## config.mk

```make
export PLATFORM = sky130hd
export DESIGN_NAME = bgld_regs
export DESIGN_NICKNAME = d
export VERILOG_FILES = /design/src/bgld_pkg.sv /design/src/bgld_regs.sv /design/src/bgld_sync.sv /design/src/bgld_idle_timer.sv
export VERILOG_INCLUDE_DIRS = /design/src
export SDC_FILE = /design/constraint.sdc
export NUM_CORES = 1
export LEC_CHECK = 0
export ABC_AREA = 1
export BUFFER_PORTS_ARGS = -buffer_cell sky130_fd_sc_hd__buf_4
export CAP_MARGIN = 20
export CORE_AREA = 2 2 128 130
export DETAILED_ROUTE_END_ITERATION = 12
export DIE_AREA = 0 0 130 132
export SYNTH_ARGS = -nofsm -noshare
export SYNTH_HDL_FRONTEND = slang
export SYNTH_SLANG_ARGS = --single-unit
```

## constraint.sdc

```tcl
create_clock -name i_clk_sys -period 1.7 [get_ports i_clk_sys]
set_input_delay 0.17 -clock i_clk_sys [delete_from_list [all_inputs] [get_ports i_clk_sys]]
set_output_delay 0.17 -clock i_clk_sys [all_outputs]
set_load 0.02 [all_outputs]
```

## src/bgld_defs.svh

```systemverilog
// constants for the pin data and link diagnostic register bank
`ifndef BGLD_DEFS_SVH
`define BGLD_DEFS_SVH
`define BGLD_OFF_DIR        8'hb4
`define BGLD_OFF_DATA       8'hb6
`define BGLD_OFF_DIAG0      8'hc0
`define BGLD_OFF_DIAG1      8'hc4
`define BGLD_DIAG0_RESET    32'h0000_0001
`define BGLD_DIAG1_RESET    32'h0012_0108
`define BGLD_DIAG0_WMASK    32'h0004_cf87
`define BGLD_DIAG1_WMASK    32'h001f_ffff
`define BGLD_BIT_ADV_DIS    18
`define BGLD_BIT_CFG_MEM    2
`define BGLD_BIT_CLK_HOLD   0
`define BGLD_BIT_RST_SUPP   10
`define BGLD_LAT_SHR_HI     20
`define BGLD_LAT_SHR_LO     18
`define BGLD_LAT_SEP_HI     17
`define BGLD_LAT_SEP_LO     15
`define BGLD_TMR_HI         9
`define BGLD_TMR_LO         6
`define BGLD_TICK_NS        512
`define BGLD_CLK_NS         40
`define BGLD_TICK_CYC       ((`BGLD_TICK_NS + `BGLD_CLK_NS - 1) / `BGLD_CLK_NS)
`endif

```

## src/bgld_pkg.sv

```systemverilog
// types for the pin data and link diagnostic register bank
package bgld_pkg;
  typedef enum logic [1:0] {
    BGLD_IDLE  = 2'b01,
    BGLD_COUNT = 2'b10
  } bgld_idle_state_type;
endpackage

```

## src/bgld_regs.sv

```systemverilog
// configuration registers: pin data, direction and link diagnostics
`timescale 1ns/1ps
`include "bgld_defs.svh"
module bgld_regs #(
  parameter int NPINS = 5
) (
  // clock and resets
  input  wire logic             i_clk_sys,
  input  wire logic             i_rst,
  input  wire logic             i_link_rst,
  input  wire logic             i_global_reset_input,
  // configuration access, dword offset
  input  wire logic             i_cfg_wr,
  input  wire logic             i_cfg_rd,
  input  wire logic [7:0]       i_cfg_addr,
  input  wire logic [31:0]      i_cfg_wdata,
  input  wire logic [3:0]       i_cfg_be,
  output logic      [31:0]      o_cfg_rdata,
  output logic                  o_cfg_rvalid,
  // captured identity and link state
  input  wire logic [7:0]       i_bus_num,
  input  wire logic [4:0]       i_dev_num,
  input  wire logic             i_common_clock,
  input  wire logic             i_link_idle,
  input  wire logic             i_downstream_bus_reset_request,
  // alternate function enables per pin
  input  wire logic [NPINS-1:0] i_alt_en,
  // pins
  input  wire logic [NPINS-1:0] i_pin,
  output logic      [NPINS-1:0] o_pin,
  output logic      [NPINS-1:0] o_pin_oe,
  // controls
  output logic                  o_advisory_error_disable,
  output logic                  o_cfg_mem_access,
  output logic                  o_clock_request,
  output logic      [2:0]       o_advertised_l1_exit_latency,
  output logic                  o_downstream_reset,
  output logic                  o_l1_entry
);
  logic             rst_all;
  logic [NPINS-1:0] pin_s;
  logic [NPINS-1:0] dir_q;
  logic [NPINS-1:0] dir_d;
  logic [NPINS-1:0] out_q;
  logic [NPINS-1:0] out_d;
  logic [NPINS-1:0] oe_q;
  logic [31:0]      d0_q;
  logic [31:0]      d0_d;
  logic [31:0]      d1_q;
  logic [31:0]      d1_d;
  logic [31:0]      rd_q;
  logic [31:0]      rd_d;
  logic             rv_q;
  logic [7:0]       bus_q;
  logic [4:0]       dev_q;
  logic [7:0]       bus_d;
  logic [4:0]       dev_d;
  logic             adv_q;
  logic             mem_q;
  logic             clk_q;
  logic [2:0]       lat_q;
  logic [2:0]       lat_d;
  logic             downstream_bus_reset_request_q;
  logic             entry;
  logic [NPINS-1:0] alt_m;

  // pin 2 has no alternate function, so its enable is never honoured
  assign alt_m = i_alt_en & ~(NPINS'(1) << 2);

  // any of the three reset sources returns the bank to its reset values
  assign rst_all = i_rst | i_link_rst | i_global_reset_input;

  // pins cross in from outside before anything reads them
  bgld_sync #(.WIDTH(NPINS)) u_sync (
    .i_clk_sys (i_clk_sys),
    .i_rst     (rst_all),
    .i_async   (i_pin),
    .o_sync    (pin_s)
  );

  bgld_idle_timer u_timer (
    .i_clk_sys   (i_clk_sys),
    .i_rst       (rst_all),
    .i_link_idle (i_link_idle),
    .i_limit     (d1_q[`BGLD_TMR_HI:`BGLD_TMR_LO]),
    .o_entry     (entry)
  );

  function automatic logic [31:0] merge(input logic [31:0] old,
                                        input logic [31:0] wd,
                                        input logic [3:0]  be,
                                        input logic [31:0] wm);
    logic [31:0] m;
    m = {{8{be[3]}}, {8{be[2]}}, {8{be[1]}}, {8{be[0]}}} & wm;
    merge = (old & ~m) | (wd & m);
  endfunction

  // data register sits in the upper half of the b4 dword
  function automatic logic [NPINS-1:0] pin_hit(input logic [3:0] be);
    pin_hit = {NPINS{be[2]}};
  endfunction

  always_comb begin
    dir_d = dir_q;
    out_d = out_q;
    d0_d  = d0_q;
    d1_d  = d1_q;
    if (i_cfg_wr) begin
      case (i_cfg_addr)
        `BGLD_OFF_DIR: begin
          if (i_cfg_be[0]) begin
            dir_d = i_cfg_wdata[NPINS-1:0];
          end
          // only output pins without alternate use accept data
          out_d = (out_q & ~(pin_hit(i_cfg_be) & dir_q & ~alt_m)) |
                  (i_cfg_wdata[16 +: NPINS] &
                   pin_hit(i_cfg_be) & dir_q & ~alt_m);
        end
        `BGLD_OFF_DIAG0: begin
          d0_d = merge(d0_q, i_cfg_wdata, i_cfg_be, `BGLD_DIAG0_WMASK);
        end
        `BGLD_OFF_DIAG1: begin
          d1_d = merge(d1_q, i_cfg_wdata, i_cfg_be, `BGLD_DIAG1_WMASK);
        end
        default: begin
          dir_d = dir_q;
        end
      endcase
    end
  end

  // captured numbers are kept read-only to software
  always_comb begin
    bus_d = i_bus_num;
    dev_d = i_dev_num;
    lat_d = i_common_clock ?
            d1_q[`BGLD_LAT_SHR_HI:`BGLD_LAT_SHR_LO] :
            d1_q[`BGLD_LAT_SEP_HI:`BGLD_LAT_SEP_LO];
  end

  always_comb begin
    rd_d = 32'h0000_0000;
    case (i_cfg_addr)
      `BGLD_OFF_DIR: begin
        rd_d[NPINS-1:0] = dir_q;
        // input pins show the sensed level, upper bits zero
        rd_d[16 +: NPINS] = (dir_q & ~alt_m & out_q) |
                            (~(dir_q & ~alt_m) & pin_s);
      end
      `BGLD_OFF_DIAG0: begin
        rd_d = (d0_q & `BGLD_DIAG0_WMASK) |
               {bus_q, dev_q, 19'h0_0000};
      end
      `BGLD_OFF_DIAG1: begin
        rd_d = d1_q & `BGLD_DIAG1_WMASK;
      end
      default: begin
        rd_d = 32'h0000_0000;
      end
    endcase
  end

  always_ff @(posedge i_clk_sys) begin
    if (rst_all) begin
      dir_q  <= '0;
      out_q  <= '0;
      oe_q   <= '0;
      d0_q   <= `BGLD_DIAG0_RESET;
      d1_q   <= `BGLD_DIAG1_RESET;
      rd_q   <= 32'h0000_0000;
      rv_q   <= 1'b0;
      bus_q  <= 8'h00;
      dev_q  <= 5'h00;
      adv_q  <= 1'b0;
      mem_q  <= 1'b0;
      clk_q  <= 1'b1;
      lat_q  <= 3'h4;
      downstream_bus_reset_request_q <= 1'b0;
    end else begin
      dir_q  <= dir_d;
      out_q  <= out_d;
      // alternate-function pins are handed to their function logic
      oe_q   <= dir_q & ~alt_m;
      d0_q   <= d0_d;
      d1_q   <= d1_d;
      rd_q   <= rd_d;
      rv_q   <= i_cfg_rd;
      bus_q  <= bus_d;
      dev_q  <= dev_d;
      adv_q  <= d0_q[`BGLD_BIT_ADV_DIS];
      mem_q  <= d0_q[`BGLD_BIT_CFG_MEM];
      clk_q  <= d0_q[`BGLD_BIT_CLK_HOLD] | (entry == 1'b0);
      lat_q  <= lat_d;
      downstream_bus_reset_request_q <= i_downstream_bus_reset_request &
                ~d1_q[`BGLD_BIT_RST_SUPP];
    end
  end

  logic entry_q;
  always_ff @(posedge i_clk_sys) begin
    if (rst_all) begin
      entry_q <= 1'b0;
    end else begin
      entry_q <= entry;
    end
  end

  assign o_cfg_rdata                  = rd_q;
  assign o_cfg_rvalid                 = rv_q;
  assign o_pin                        = out_q;
  assign o_pin_oe                     = oe_q;
  assign o_advisory_error_disable     = adv_q;
  assign o_cfg_mem_access             = mem_q;
  assign o_clock_request              = clk_q;
  assign o_advertised_l1_exit_latency = lat_q;
  assign o_downstream_reset           = downstream_bus_reset_request_q;
  assign o_l1_entry                   = entry_q;

  a_reset_clkreq: assert property (@(posedge i_clk_sys)
    rst_all |=> o_clock_request)
    else $error("clock request not held after reset");
  a_clkreq_hold: assert property (@(posedge i_clk_sys)
    disable iff (rst_all) d0_q[0] |=> o_clock_request)
    else $error("clock request dropped while hold bit set");
  a_downstream_bus_reset_request_mask: assert property (@(posedge i_clk_sys)
    disable iff (rst_all) d1_q[10] |=> !o_downstream_reset)
    else $error("downstream reset not suppressed");
  a_downstream_bus_reset_request_pass: assert property (@(posedge i_clk_sys)
    disable iff (rst_all)
    (!d1_q[10] && i_downstream_bus_reset_request) |=> o_downstream_reset)
    else $error("downstream reset request lost");
  a_lat_select: assert property (@(posedge i_clk_sys)
    disable iff (rst_all)
    i_common_clock |=> o_advertised_l1_exit_latency == $past(d1_q[20:18]))
    else $error("shared clock latency not advertised");
  a_lat_sep: assert property (@(posedge i_clk_sys)
    disable iff (rst_all)
    !i_common_clock |=> o_advertised_l1_exit_latency == $past(d1_q[17:15]))
    else $error("separate clock latency not advertised");
  a_data_upper: assert property (@(posedge i_clk_sys)
    disable iff (rst_all) o_cfg_rvalid |-> o_cfg_rdata[31:21] == 11'h000 ||
    $past(i_cfg_addr) != 8'hb4)
    else $error("data register upper bits not zero");
  a_input_ignore: assert property (@(posedge i_clk_sys)
    disable iff (rst_all) (i_cfg_wr && i_cfg_addr == 8'hb4 && !dir_q[2])
    |=> o_pin[2] == $past(o_pin[2]))
    else $error("write changed input pin value");
  a_diag0_rsvd: assert property (@(posedge i_clk_sys)
    disable iff (rst_all)
    (o_cfg_rvalid && $past(i_cfg_addr) == 8'hc0) |-> o_cfg_rdata[17:16]
    == 2'b00 && o_cfg_rdata[13:12] == 2'b00 && o_cfg_rdata[6:3] == 4'h0)
    else $error("diag0 reserved bits not zero");
endmodule

```

## src/bgld_sync.sv

```systemverilog
// two-flop synchroniser for a bus of pin levels
`timescale 1ns/1ps
module bgld_sync #(
  parameter int WIDTH = 5
) (
  input  wire logic             i_clk_sys,
  input  wire logic             i_rst,
  input  wire logic [WIDTH-1:0] i_async,
  output logic      [WIDTH-1:0] o_sync
);
  logic [WIDTH-1:0] meta_q;
  logic [WIDTH-1:0] sync_q;

  always_ff @(posedge i_clk_sys) begin
    if (i_rst) begin
      meta_q <= '0;
      sync_q <= '0;
    end else begin
      meta_q <= i_async;
      sync_q <= meta_q;
    end
  end
  assign o_sync = sync_q;
endmodule

```

## src/bgld_idle_timer.sv

```systemverilog
// idle timer that requests L1 entry after n ticks of 512 ns rounded up to whole clocks (13 clocks, 520 ns)
`timescale 1ns/1ps
`include "bgld_defs.svh"
module bgld_idle_timer #(
  parameter int TICK_CYC = `BGLD_TICK_CYC
) (
  input  wire logic       i_clk_sys,
  input  wire logic       i_rst,
  input  wire logic       i_link_idle,
  input  wire logic [3:0] i_limit,
  output logic            o_entry
);
  bgld_pkg::bgld_idle_state_type st_q;
  bgld_pkg::bgld_idle_state_type st_d;
  logic [7:0] pre_q;
  logic [7:0] pre_d;
  logic [3:0] ticks_q;
  logic [3:0] ticks_d;
  logic       entry_q;
  logic       entry_d;
  logic       tick;

  assign tick = (pre_q == 8'(TICK_CYC - 1));

  always_comb begin
    st_d    = st_q;
    pre_d   = pre_q;
    ticks_d = ticks_q;
    entry_d = 1'b0;
    case (st_q)
      bgld_pkg::BGLD_IDLE: begin
        pre_d   = 8'h00;
        ticks_d = 4'h0;
        if (i_link_idle) begin
          st_d = bgld_pkg::BGLD_COUNT;
        end
      end
      bgld_pkg::BGLD_COUNT: begin
        if (!i_link_idle) begin
          st_d = bgld_pkg::BGLD_IDLE;
        end else if (tick) begin
          pre_d = 8'h00;
          if (ticks_q + 4'h1 >= i_limit) begin
            entry_d = 1'b1;
            st_d    = bgld_pkg::BGLD_IDLE;
          end else begin
            ticks_d = ticks_q + 4'h1;
          end
        end else begin
          pre_d = pre_q + 8'h01;
        end
      end
      default: st_d = bgld_pkg::BGLD_IDLE;
    endcase
  end

  always_ff @(posedge i_clk_sys) begin
    if (i_rst) begin
      st_q    <= bgld_pkg::BGLD_IDLE;
      pre_q   <= 8'h00;
      ticks_q <= 4'h0;
      entry_q <= 1'b0;
    end else begin
      st_q    <= st_d;
      pre_q   <= pre_d;
      ticks_q <= ticks_d;
      entry_q <= entry_d;
    end
  end
  assign o_entry = entry_q;
endmodule

```

==> metrics.txt, run 1 <==
Starting DRT DRC Count=131; P_leak=0.00288 uW; Fin Setup TNS=0 ps; cell family with most CP delay=simple AND/OR/NAND/NOR gates; DIE WIDTH=130 um; CP dominant cell by count=ha_4; ant diodes=0; Cells after Synth=611; CP Launch Type=flop; Final Skew=4.23 ps; VDD IR max=0.772 mV; Slew Limit Headroom=71.9%; worst min-delay path class=in2reg; GPL Wtd Cong=0.797; H-Tree Depth=4; # DRC=0; transition time of the tightest slew-check pin=420 ps; Vias=4231; Post-Synth Adder-Cell Area=1.88%; Non-Filler Instances=999; # setup viols final=0; WP data required=2000 ps; Final #Nets=853; share of layout cells above drive strength 1=23.9%; crit-path max cell delay=360 ps; syn_nets=694; Vias per Instance=4.24; CP Cell Sequence=ha_4 -> or2_4 -> nand2_4 -> ha_4 -> nand2_2 -> inv_2 -> nand2_1 -> nand4_1 -> a21oi_1 -> nor2_1; power per cell area=995 nW/um^2; filler instances=1587; Fin. Hold Viols=0; synth warn=0; most common cell after layout, fill and taps aside=buf_4; Rows=46; first-pass GRT wire length=19400 um; Compound-Gate Fraction of Synth Area=11.3%; Final Cycle Share=99.2%; mux cell area share after synthesis=0%; Post-synth EDFFs=0; Die Y=132 um; vias in the first global route=4103; multi-input logic area=1840 sq um; dpl hpwl=8560 um; clock tree buffer depth=2; sequential element share of the synthesized area=54.0%; # Max-Cap Violations=0; Routed wire per std cell=12.2 um; Die ar.=17200 sq um; XOR/XNOR Fraction of Synth Area=0.188%; mapped cell area=4670 sq um; Core Region=15700 sq um; Post-Synth Simple-Gate Area=23.3%; clk_lat worst skew=410 ps; Clock Pin Slew Worst Setup and Hold Paths=50 ps; port bufs=113; root buf cell=clkbuf_16; largest net degree at the start of global routing=52; Main synth FF type=dfxtp_1; Pins Over Slew Limit=0; most frequent cells in the layout=buf_4, dfxtp_1, nor2_1; fin crit period=1690 ps; Async SR Flop Fraction=0%; placed cell count=939; Sequential Area=2530 sq um; main combinational cell family by area after synthesis=simple AND/OR/NAND/NOR gates; area grow syn2layout=46.8%; run status=finished clean; syn_area_per_cell=7.64 sq um; CTS buffer count=17; IO Count=127; First-pass DRT Iterations=4; unrepaired setup endpoints after global routing=true; starting density of the core=29.7%; Worst path slowest cell=dfxtp_4; Final Core Density=43.6%; Crit Path Class=reg2reg; Synth Register Bits=126; initial antenna violation count=0; Yosys top cell area share=54.0%; Worst Path Arrival=1990 ps; number of clock sinks seen by CTS=126; crit path capture type=flop; CTS tree=yes; Yosys cell types=29; total global-route track usage=14.5%; CP bufs+invs=1; fmax=593 MHz; Routed WL=12200 um; post-route ant nets=0; GR Overflow Total=0; Yosys top cell by area=dfxtp_1; crit-path max FO=5; largest cells by area after synthesis=dfxtp_1, nor2_1, inv_1, nand2_1, o21ai_0
worst min-delay path: stages:
cell     delay [ps]
buf_4           100
nand2_1          50
nand3_1          70
cells in the mapped netlist, types with 2 or more instances:
master	instances
dfxtp_1	126
nor2_1	113
inv_1	94
nand2_1	94
o21ai_0	52
nand3_1	45
a21oi_1	34
clkbuf_1	13
ha_1	7
a31oi_1	3
buf_2	3
clkinv_1	3
nand3_2	3
o22ai_1	3
a22oi_1	2
nand4_1	2
o211ai_1	2
cell type report:
| type | instances | area share, % |
|---|---|---|
| clock buffer | 20 | 6.37 |
| clock inverter | 12 | 2.12 |
| inverter | 98 | 5.37 |
| multi-input combinational | 370 | 26.8 |
| sequential | 126 | 36.9 |
| tap | 216 | 3.94 |
| timing repair buffer | 157 | 18.4 |
where the power goes:
group          internal (uW)  switching (uW)
combinational            158             128
clock                   2290            1280
sequential              2970            3.85
metrics by stage:
stage / area (sq um) / hold slack [ps] / total power, uW / setup WS (ps)
5_1_grt: 6860 / 7.84 / 7080 / -53.5
3_3_place_gp: 5880 / 387 / 3280 / -77.8
6_report: 6860 / 14.0 / 6820 / 14.2
2_1_floorplan: 4680 / 282 / 3120 / 5.16
4_1_cts: 6820 / 2.03 / 6920 / -35.6
3_5_place_dp: 5880 / 392 / 3280 / -129
repair_timing:
item                       4_1_cts  5_1_grt
setup endpoints to repair        6        6
hold endpoints to repair        24        0
pin swaps                       16        7
resized for setup               19        3
buffers inserted                 4        0
hold buffers                    24        0
routing by layer:
metal,share of wire [%],global-route usage (%),vias up
li1,-,-,2232
met2,45,23.2,98
met1,47,17.8,1883
met3,5.4,5.15,18
met4,2.0,5.85,0
met5,0,0,-
final timing paths:
path                                                      to  cells past startpoint  slack, ps                            start
setup reg to reg             u_timer.ticks_q[0]$_SDFFE_PP0P_                     10         10  u_timer.ticks_q[1]$_SDFFE_PP0P_
hold / removal    o_advertised_l1_exit_latency[2]$_SDFF_PP1_                      3         10                   i_common_clock
setup / recovery             u_timer.ticks_q[0]$_SDFFE_PP0P_                     10         10  u_timer.ticks_q[1]$_SDFFE_PP0P_
hold reg to reg                   o_cfg_rdata[23]$_SDFF_PP0_                      2        410              dev_q[4]$_SDFF_PP0_
kinds of logic after synthesis:
group | count (synthesis)
compound gates | 100
xor+xnor | 1
fa+ha+maj | 7
buf+inv | 115
flops | 126
simple gates | 262
Power figures use the tool's default switching activity.
==> run 2, diff against run 1 <==
Settings changed: CORE_AREA 2 2 128 130 to 2 2 135 137, DIE_AREA 0 0 130 132 to 0 0 137 139, SYNTH_HIERARCHICAL set to 1.
==> run 2 against run 1 <==
Compared with the run above:
- the flow now finishes with violations (setup timing)
- largest power group unchanged
- largest cell class unchanged
- first-iteration DRC count rose by 21%
- cell count rose by 9.5%
- sequential power barely moved
- worst setup slack got worse by 91 ps
- global-route usage fell by 0.25 points
- routed wire length rose by 8.0%
- combinational power rose by 26%
- critical path depth rose by 1
- via count rose by 11%
- synthesized area rose by 11%
- die area rose by 11%
==> metrics.txt, run 2 <==
run status=complete, but fails checks (was finished clean); failing checks=setup timing; Fin. Hold Viols=0 (unchanged); Pins Over Slew Limit=0 (unchanged); sequential element share of the synthesized area=48.4% (was 54.0%); DIE WIDTH=137 um (was 130 um); Yosys top cell area share=48.4% (was 54.0%); Starting DRT DRC Count=158 (was 131); Final #Nets=935 (was 853); H-Tree Depth=4 (unchanged); crit-path max FO=7 (was 5); VDD IR max=0.677 mV (was 0.772 mV); area grow syn2layout=39.6% (was 46.8%); most frequent cell after synthesis=nand2_1 (was dfxtp_1); fmax=563 MHz (was 593 MHz); syn_nets=792 (was 694); # Max-Cap Violations=0 (unchanged); Crit Path Class=reg2reg (unchanged); hold wc startpoint=i_cfg_wdata[8] (was i_common_clock); syn_area_per_cell=7.34 sq um (was 7.64 sq um); Final Skew=10.7 ps (was 4.23 ps); unrepaired setup endpoints after global routing=true (unchanged); Die ar.=19000 sq um (was 17200 sq um); Async SR Flop Fraction=0% (unchanged); GR Overflow Total=0 (unchanged); starting density of the core=29.5% (was 29.7%); crit path capture type=flop (unchanged); Vias=4717 (was 4231); CTS buffer count=17 (unchanged); Routed WL=13200 um (was 12200 um); vias in the first global route=4513 (was 4103); Synth Register Bits=126 (unchanged); share of layout cells above drive strength 1=23.2% (was 23.9%); Die Y=139 um (was 132 um); Rows=49 (was 46); initial antenna violation count=0 (unchanged); dpl hpwl=9000 um (was 8560 um); P_leak=0.00321 uW (was 0.00288 uW); WP data required=2010 ps (was 2000 ps); start point of the critical path=u_timer/ticks_q[1]$_SDFFE_PP0P_ (was u_timer.ticks_q[1]$_SDFFE_PP0P_); most frequent cells in the layout=nand2_1, buf_4, dfxtp_1 (was buf_4, dfxtp_1, nor2_1); Routed wire per std cell=12.0 um (was 12.2 um); CTS tree=yes (unchanged); # setup viols final=4 (was 0); synth warn=6 (was 0); Non-Filler Instances=1094 (was 999); Worst Setup Slack, final=-77.2 ps (was 14.2 ps); clock tree buffer depth=2 (unchanged); Worst Path Arrival=2080 ps (was 1990 ps); total global-route track usage=14.3% (was 14.5%); power per cell area=986 nW/um^2 (was 995 nW/um^2); first-pass GRT wire length=21400 um (was 19400 um); Core Region=17700 sq um (was 15700 sq um); Main synth FF type=dfxtp_1 (unchanged); synth cell count leaders=nand2_1, dfxtp_1, inv_1, nor2_1, nand3_1 (was dfxtp_1, nor2_1, inv_1, nand2_1, o21ai_0); R2R Path Start=u_timer/ticks_q[1]$_SDFFE_PP0P_ (was u_timer.ticks_q[1]$_SDFFE_PP0P_); Vias per Instance=4.31 (was 4.24); placed cell count=1033 (was 939); port bufs=113 (unchanged); fin crit period=1780 ps (was 1690 ps); Yosys cell types=30 (was 29); number of clock sinks seen by CTS=126 (unchanged); mapped cell area=5210 sq um (was 4670 sq um); clk_lat worst skew=420 ps (was 410 ps); ant diodes=0 (unchanged); First-pass DRT Iterations=4 (unchanged); root buf cell=clkbuf_16 (unchanged); Slew Limit Headroom=71.2% (was 71.9%); GPL Wtd Cong=0.804 (was 0.797); transition time of the tightest slew-check pin=431 ps (was 420 ps); Clock Pin Slew Worst Setup and Hold Paths=60 ps (was 50 ps); largest net degree at the start of global routing=43 (was 52); IO Count=127 (unchanged); Post-synth EDFFs=0 (unchanged); Yosys top cell by area=dfxtp_1 (unchanged); worst min-delay path class=in2reg (unchanged); most common cell after layout, fill and taps aside=nand2_1 (was buf_4); Power Total=7170 uW (was 6820 uW); # DRC=0 (unchanged); largest cells by area after synthesis=dfxtp_1, nand2_1, inv_1, nor2_1, nand4_1 (was dfxtp_1, nor2_1, inv_1, nand2_1, o21ai_0); dpl ws=-81.8 ps (was -129 ps); Final Cycle Share=105% (was 99.2%); Cells after Synth=709 (was 611); CP Launch Type=flop (unchanged); post-route ant nets=0 (unchanged)
-- run 2: timing repair --
action / 4_1_cts / 5_1_grt
resized for setup: 6 / 12
hold buffers: 22 / 0
setup buffers: 4 / 3
endpoints found under the setup margin: 4 / 7
pin swaps: 4 / 10
endpoints found under the hold margin: 22 / 0
-- run 2: path summary, 6_finish.rpt --
path / to / slack, ps / cells after the start
min: flop / 30 / 3
min reg2reg: u_sync/o_sync[3]$_SDFF_PP0_ / 400 / 2
max reg2reg: u_timer/ticks_q[0]$_SDFFE_PP0P_ / -80 / 11
max: u_timer/ticks_q[0]$_SDFFE_PP0P_ / -80 / 11
-- run 2: cell families (layout without fill, tap and decap cells) --
family	after synthesis	in the layout	share of synthesized area, %
fa+ha+maj	7	7	1.68
flops	126	126	48.4
xor+xnor	3	3	0.505
simple gates	376	376	32.7
compound gates	43	43	4.54
buf+inv	154	310	12.1
-- run 2: stage by stage --
stage          hold WS, ps  setup TNS, ps  instance area (sq um)  util (%)
2_1_floorplan          277              0                   5210         -
3_3_place_gp           373          -80.0                   6280      35.6
3_5_place_dp           381           -325                   6280      35.6
4_1_cts               10.7           -262                   7200      40.8
5_1_grt               33.0           -709                   7270      41.2
6_report              26.2           -259                   7270      41.2
-- run 2: layout make-up --
type,count,area [sq um]
clock buffer,18,439
clock inverter,14,193
tap,229,287
multi-input combinational,429,2120
timing repair buffer,152,1220
sequential,126,2530
fill,1826,10400
inverter,126,473
-- run 2: where the power goes --
group          internal [uW]  switching [uW]
clock network           2490            1350
logic                    177             183
registers               2970            5.02
-- run 2: critical path, stage by stage, from the launching register on --
cell and delay (ps):
dfxtp_4 360, ha_4 160, xor2_2 150, ha_1 300, nand2_1 80, inv_1 50
nand2_2 70, nand3_4 70, o21bai_4 230, nand2_2 90, nand2_2 70, nor2_2 30
-- run 2: routing by layer --
metal  routed length [um]  vias to the layer above  track usage (%)  share of wire, %
met5                    0                        -                0                 0
met4                  232                        0             5.75               1.8
met3                  591                       17             3.84               4.5
met2                 6110                      103             23.0                46
met1                 6230                     2134             18.0                47
li1                     -                     2463                -                 -
==> run 3, diff against run 2 <==
Settings changed: CORE_AREA 2 2 135 137 to 2 2 148 150, DIE_AREA 0 0 137 139 to 0 0 150 152, REMOVE_ABC_BUFFERS set to 1.
==> run 3 against run 2 <==
Compared with the run above:
- the run still ends with setup timing left
- sequential share of layout area rose by 0.097 points
- critical path type unchanged
- critical endpoint is now u_timer/ticks_q[1]$_SDFFE_PP0P_
- combinational power barely moved
- flip-flop and latch count did not move
==> metrics.txt, run 3 (synthesis results as in run 2) <==
H-Tree Depth=4 (unchanged); # Max-Cap Violations=0 (unchanged); Vias=4618 (was 4717); largest net degree at the start of global routing=43 (unchanged); Starting DRT DRC Count=175 (was 158); Final Cycle Share=101% (was 105%); total global-route track usage=12.3% (was 14.3%); Vias per Instance=4.04 (was 4.31); Worst Path Arrival=2030 ps (was 2080 ps); fmax=580 MHz (was 563 MHz); Die Y=152 um (was 139 um); worst min-delay path class=in2reg (unchanged); area grow syn2layout=39.1% (was 39.6%); clk_lat worst skew=420 ps (about the same); number of clock sinks seen by CTS=126 (unchanged); Routed wire per std cell=11.8 um (was 12.0 um); worst reg2reg setup slack=-20 ps (was -80 ps); DIE WIDTH=150 um (was 137 um); most frequent cells in the layout=nand2_1, buf_4, dfxtp_1 (unchanged); fin crit period=1720 ps (was 1780 ps); starting density of the core=24.4% (was 29.5%); run status=complete, but fails checks (unchanged); failing checks=setup timing (unchanged); DP Area=6360 sq um (was 6280 sq um); filler instances=2256 (was 1826); power per cell area=964 nW/um^2 (was 986 nW/um^2); CP Launch Type=flop (unchanged); Core Region=21400 sq um (was 17700 sq um); crit path capture type=flop (unchanged); Final Core Density=33.9% (was 41.2%); fin area=7250 sq um (was 7270 sq um); GR Overflow Total=0 (unchanged); WP data required=2010 ps (about the same); post-route ant nets=0 (unchanged); Final Skew=7.11 ps (was 10.7 ps); unrepaired setup endpoints after global routing=true (unchanged); root buf cell=clkbuf_16 (unchanged); initial antenna violation count=0 (unchanged); first-pass GRT wire length=21800 um (was 21400 um); Worst Setup Slack, final=-23.9 ps (was -77.2 ps); R2R Path End=u_timer/ticks_q[1]$_SDFFE_PP0P_ (was u_timer/ticks_q[0]$_SDFFE_PP0P_); most common cell after layout, fill and taps aside=nand2_1 (unchanged); # setup viols final=4 (unchanged); Die ar.=22800 sq um (was 19000 sq um); clock tree buffer depth=2 (unchanged); dpl hpwl=9310 um (was 9000 um); crit-path max FO=7 (unchanged); Crit Path Class=reg2reg (unchanged); Final #Nets=933 (was 935); Pins Over Slew Limit=0 (unchanged); Power Total=6990 uW (was 7170 uW); R2R Path Start=u_timer/ticks_q[1]$_SDFFE_PP0P_ (unchanged); # DRC=0 (unchanged); ant diodes=0 (unchanged); Routed WL=13400 um (was 13200 um); hold wc startpoint=i_cfg_wdata[3] (was i_cfg_wdata[8]); vias in the first global route=4422 (was 4513); share of layout cells above drive strength 1=22.6% (was 23.2%); VDD IR max=0.517 mV (was 0.677 mV); Rows=54 (was 49); Hold Path Cell Cnt=3 (unchanged); Fin. Hold Viols=0 (unchanged); Clock Pin Slew Worst Setup and Hold Paths=60 ps (about the same); CTS buffer count=17 (unchanged); First-pass DRT Iterations=4 (unchanged); P_leak=0.00318 uW (was 0.00321 uW); GPL Wtd Cong=0.805 (was 0.804); R2R depth=9 (was 11); CTS tree=yes (unchanged); Slew Limit Headroom=73.1% (was 71.2%); IO Count=127 (unchanged); port bufs=113 (unchanged); transition time of the tightest slew-check pin=403 ps (was 431 ps)
[run 3: cell count changes in the layout (fill, tap and decap cells not counted), sizes merged]
| cell | change |
|---|---|
| clkbuf | -1 |
| buf | -2 |
| bufinv | -2 |
| clkinvlp | -1 |
| inv | +8 |
| clkinv | -4 |
[run 3: cell type report]
cell class	count	area, sq um	share of cell area [%]
sequential	126	2530	34.9
clock buffer	17	425	5.87
timing repair buffer	150	1190	16.5
inverter	126	473	6.53
tap	280	350	4.84
clock inverter	15	171	2.37
multi-input combinational	429	2100	29.0
[run 3: routing by layer]
metal  routed length (um)  global-route usage, %  vias up  share of wire, %
li1                     -                      -     2459                 -
met1                 5990                   14.8     2059                45
met2                 6430                   20.1       82                48
met3                  726                   4.17       18               5.4
met4                  294                   4.81        0               2.2
met5                    0                      0        -                 0
[run 3: what timing repair did]
item / in CTS / in global routing
endpoints found under the setup margin: 6 / 7
buffers inserted: 2 / 0
endpoints found under the hold margin: 22 / 0
pin swaps: 5 / 9
hold buffers: 22 / 0
resized for setup: 8 / 3
[run 3: critical path, stage by stage, from the launching register on]
cell	delay, ps
dfxtp_2	370
nand3_2	110
xnor2_2	220
ha_4	250
a21oi_2	160
nand3_2	130
o21bai_4	200
nand2_1	80
nand2_1	60
nor2_1	40
[run 3: power breakdown]
group          internal, uW  total, uW  switching (uW)
Sequential             2970       2970            5.15
Clock                  2200       3660            1460
Combinational           173        358             186
[run 3: worst max-delay path by stage]
stage	from	endpoint	slack, ps	depth (start not counted)
after floorplan	i_link_rst	u_timer/pre_q[2]$_SDFFE_PP0P_	-710	5
after global placement	u_timer/ticks_q[1]$_SDFFE_PP0P_	u_timer/ticks_q[2]$_SDFFE_PP0P_	-20	9
after detailed placement	u_timer/ticks_q[1]$_SDFFE_PP0P_	u_timer/ticks_q[1]$_SDFFE_PP0P_	-70	9
after CTS	u_timer/ticks_q[0]$_SDFFE_PP0P_	u_timer/ticks_q[1]$_SDFFE_PP0P_	-70	11
after global routing	u_timer/ticks_q[0]$_SDFFE_PP0P_	u_timer/ticks_q[3]$_SDFFE_PP0P_	-130	11
final	u_timer/ticks_q[1]$_SDFFE_PP0P_	u_timer/ticks_q[1]$_SDFFE_PP0P_	-20	9
[run 3: per-stage QoR]
stage | TNS [ps] | setup slack, ps | instances | hold WS, ps
global placement | -57.3 | -16.3 | 1087 | 378
floorplan | -30390 | -709 | 681 | 277
detailed placement | -286 | -72.1 | 1087 | 386
CTS | -259 | -73.4 | 1143 | 8.16
finish | -72.9 | -23.9 | 1143 | 19.8
global route | -706 | -130 | 1143 | 9.60
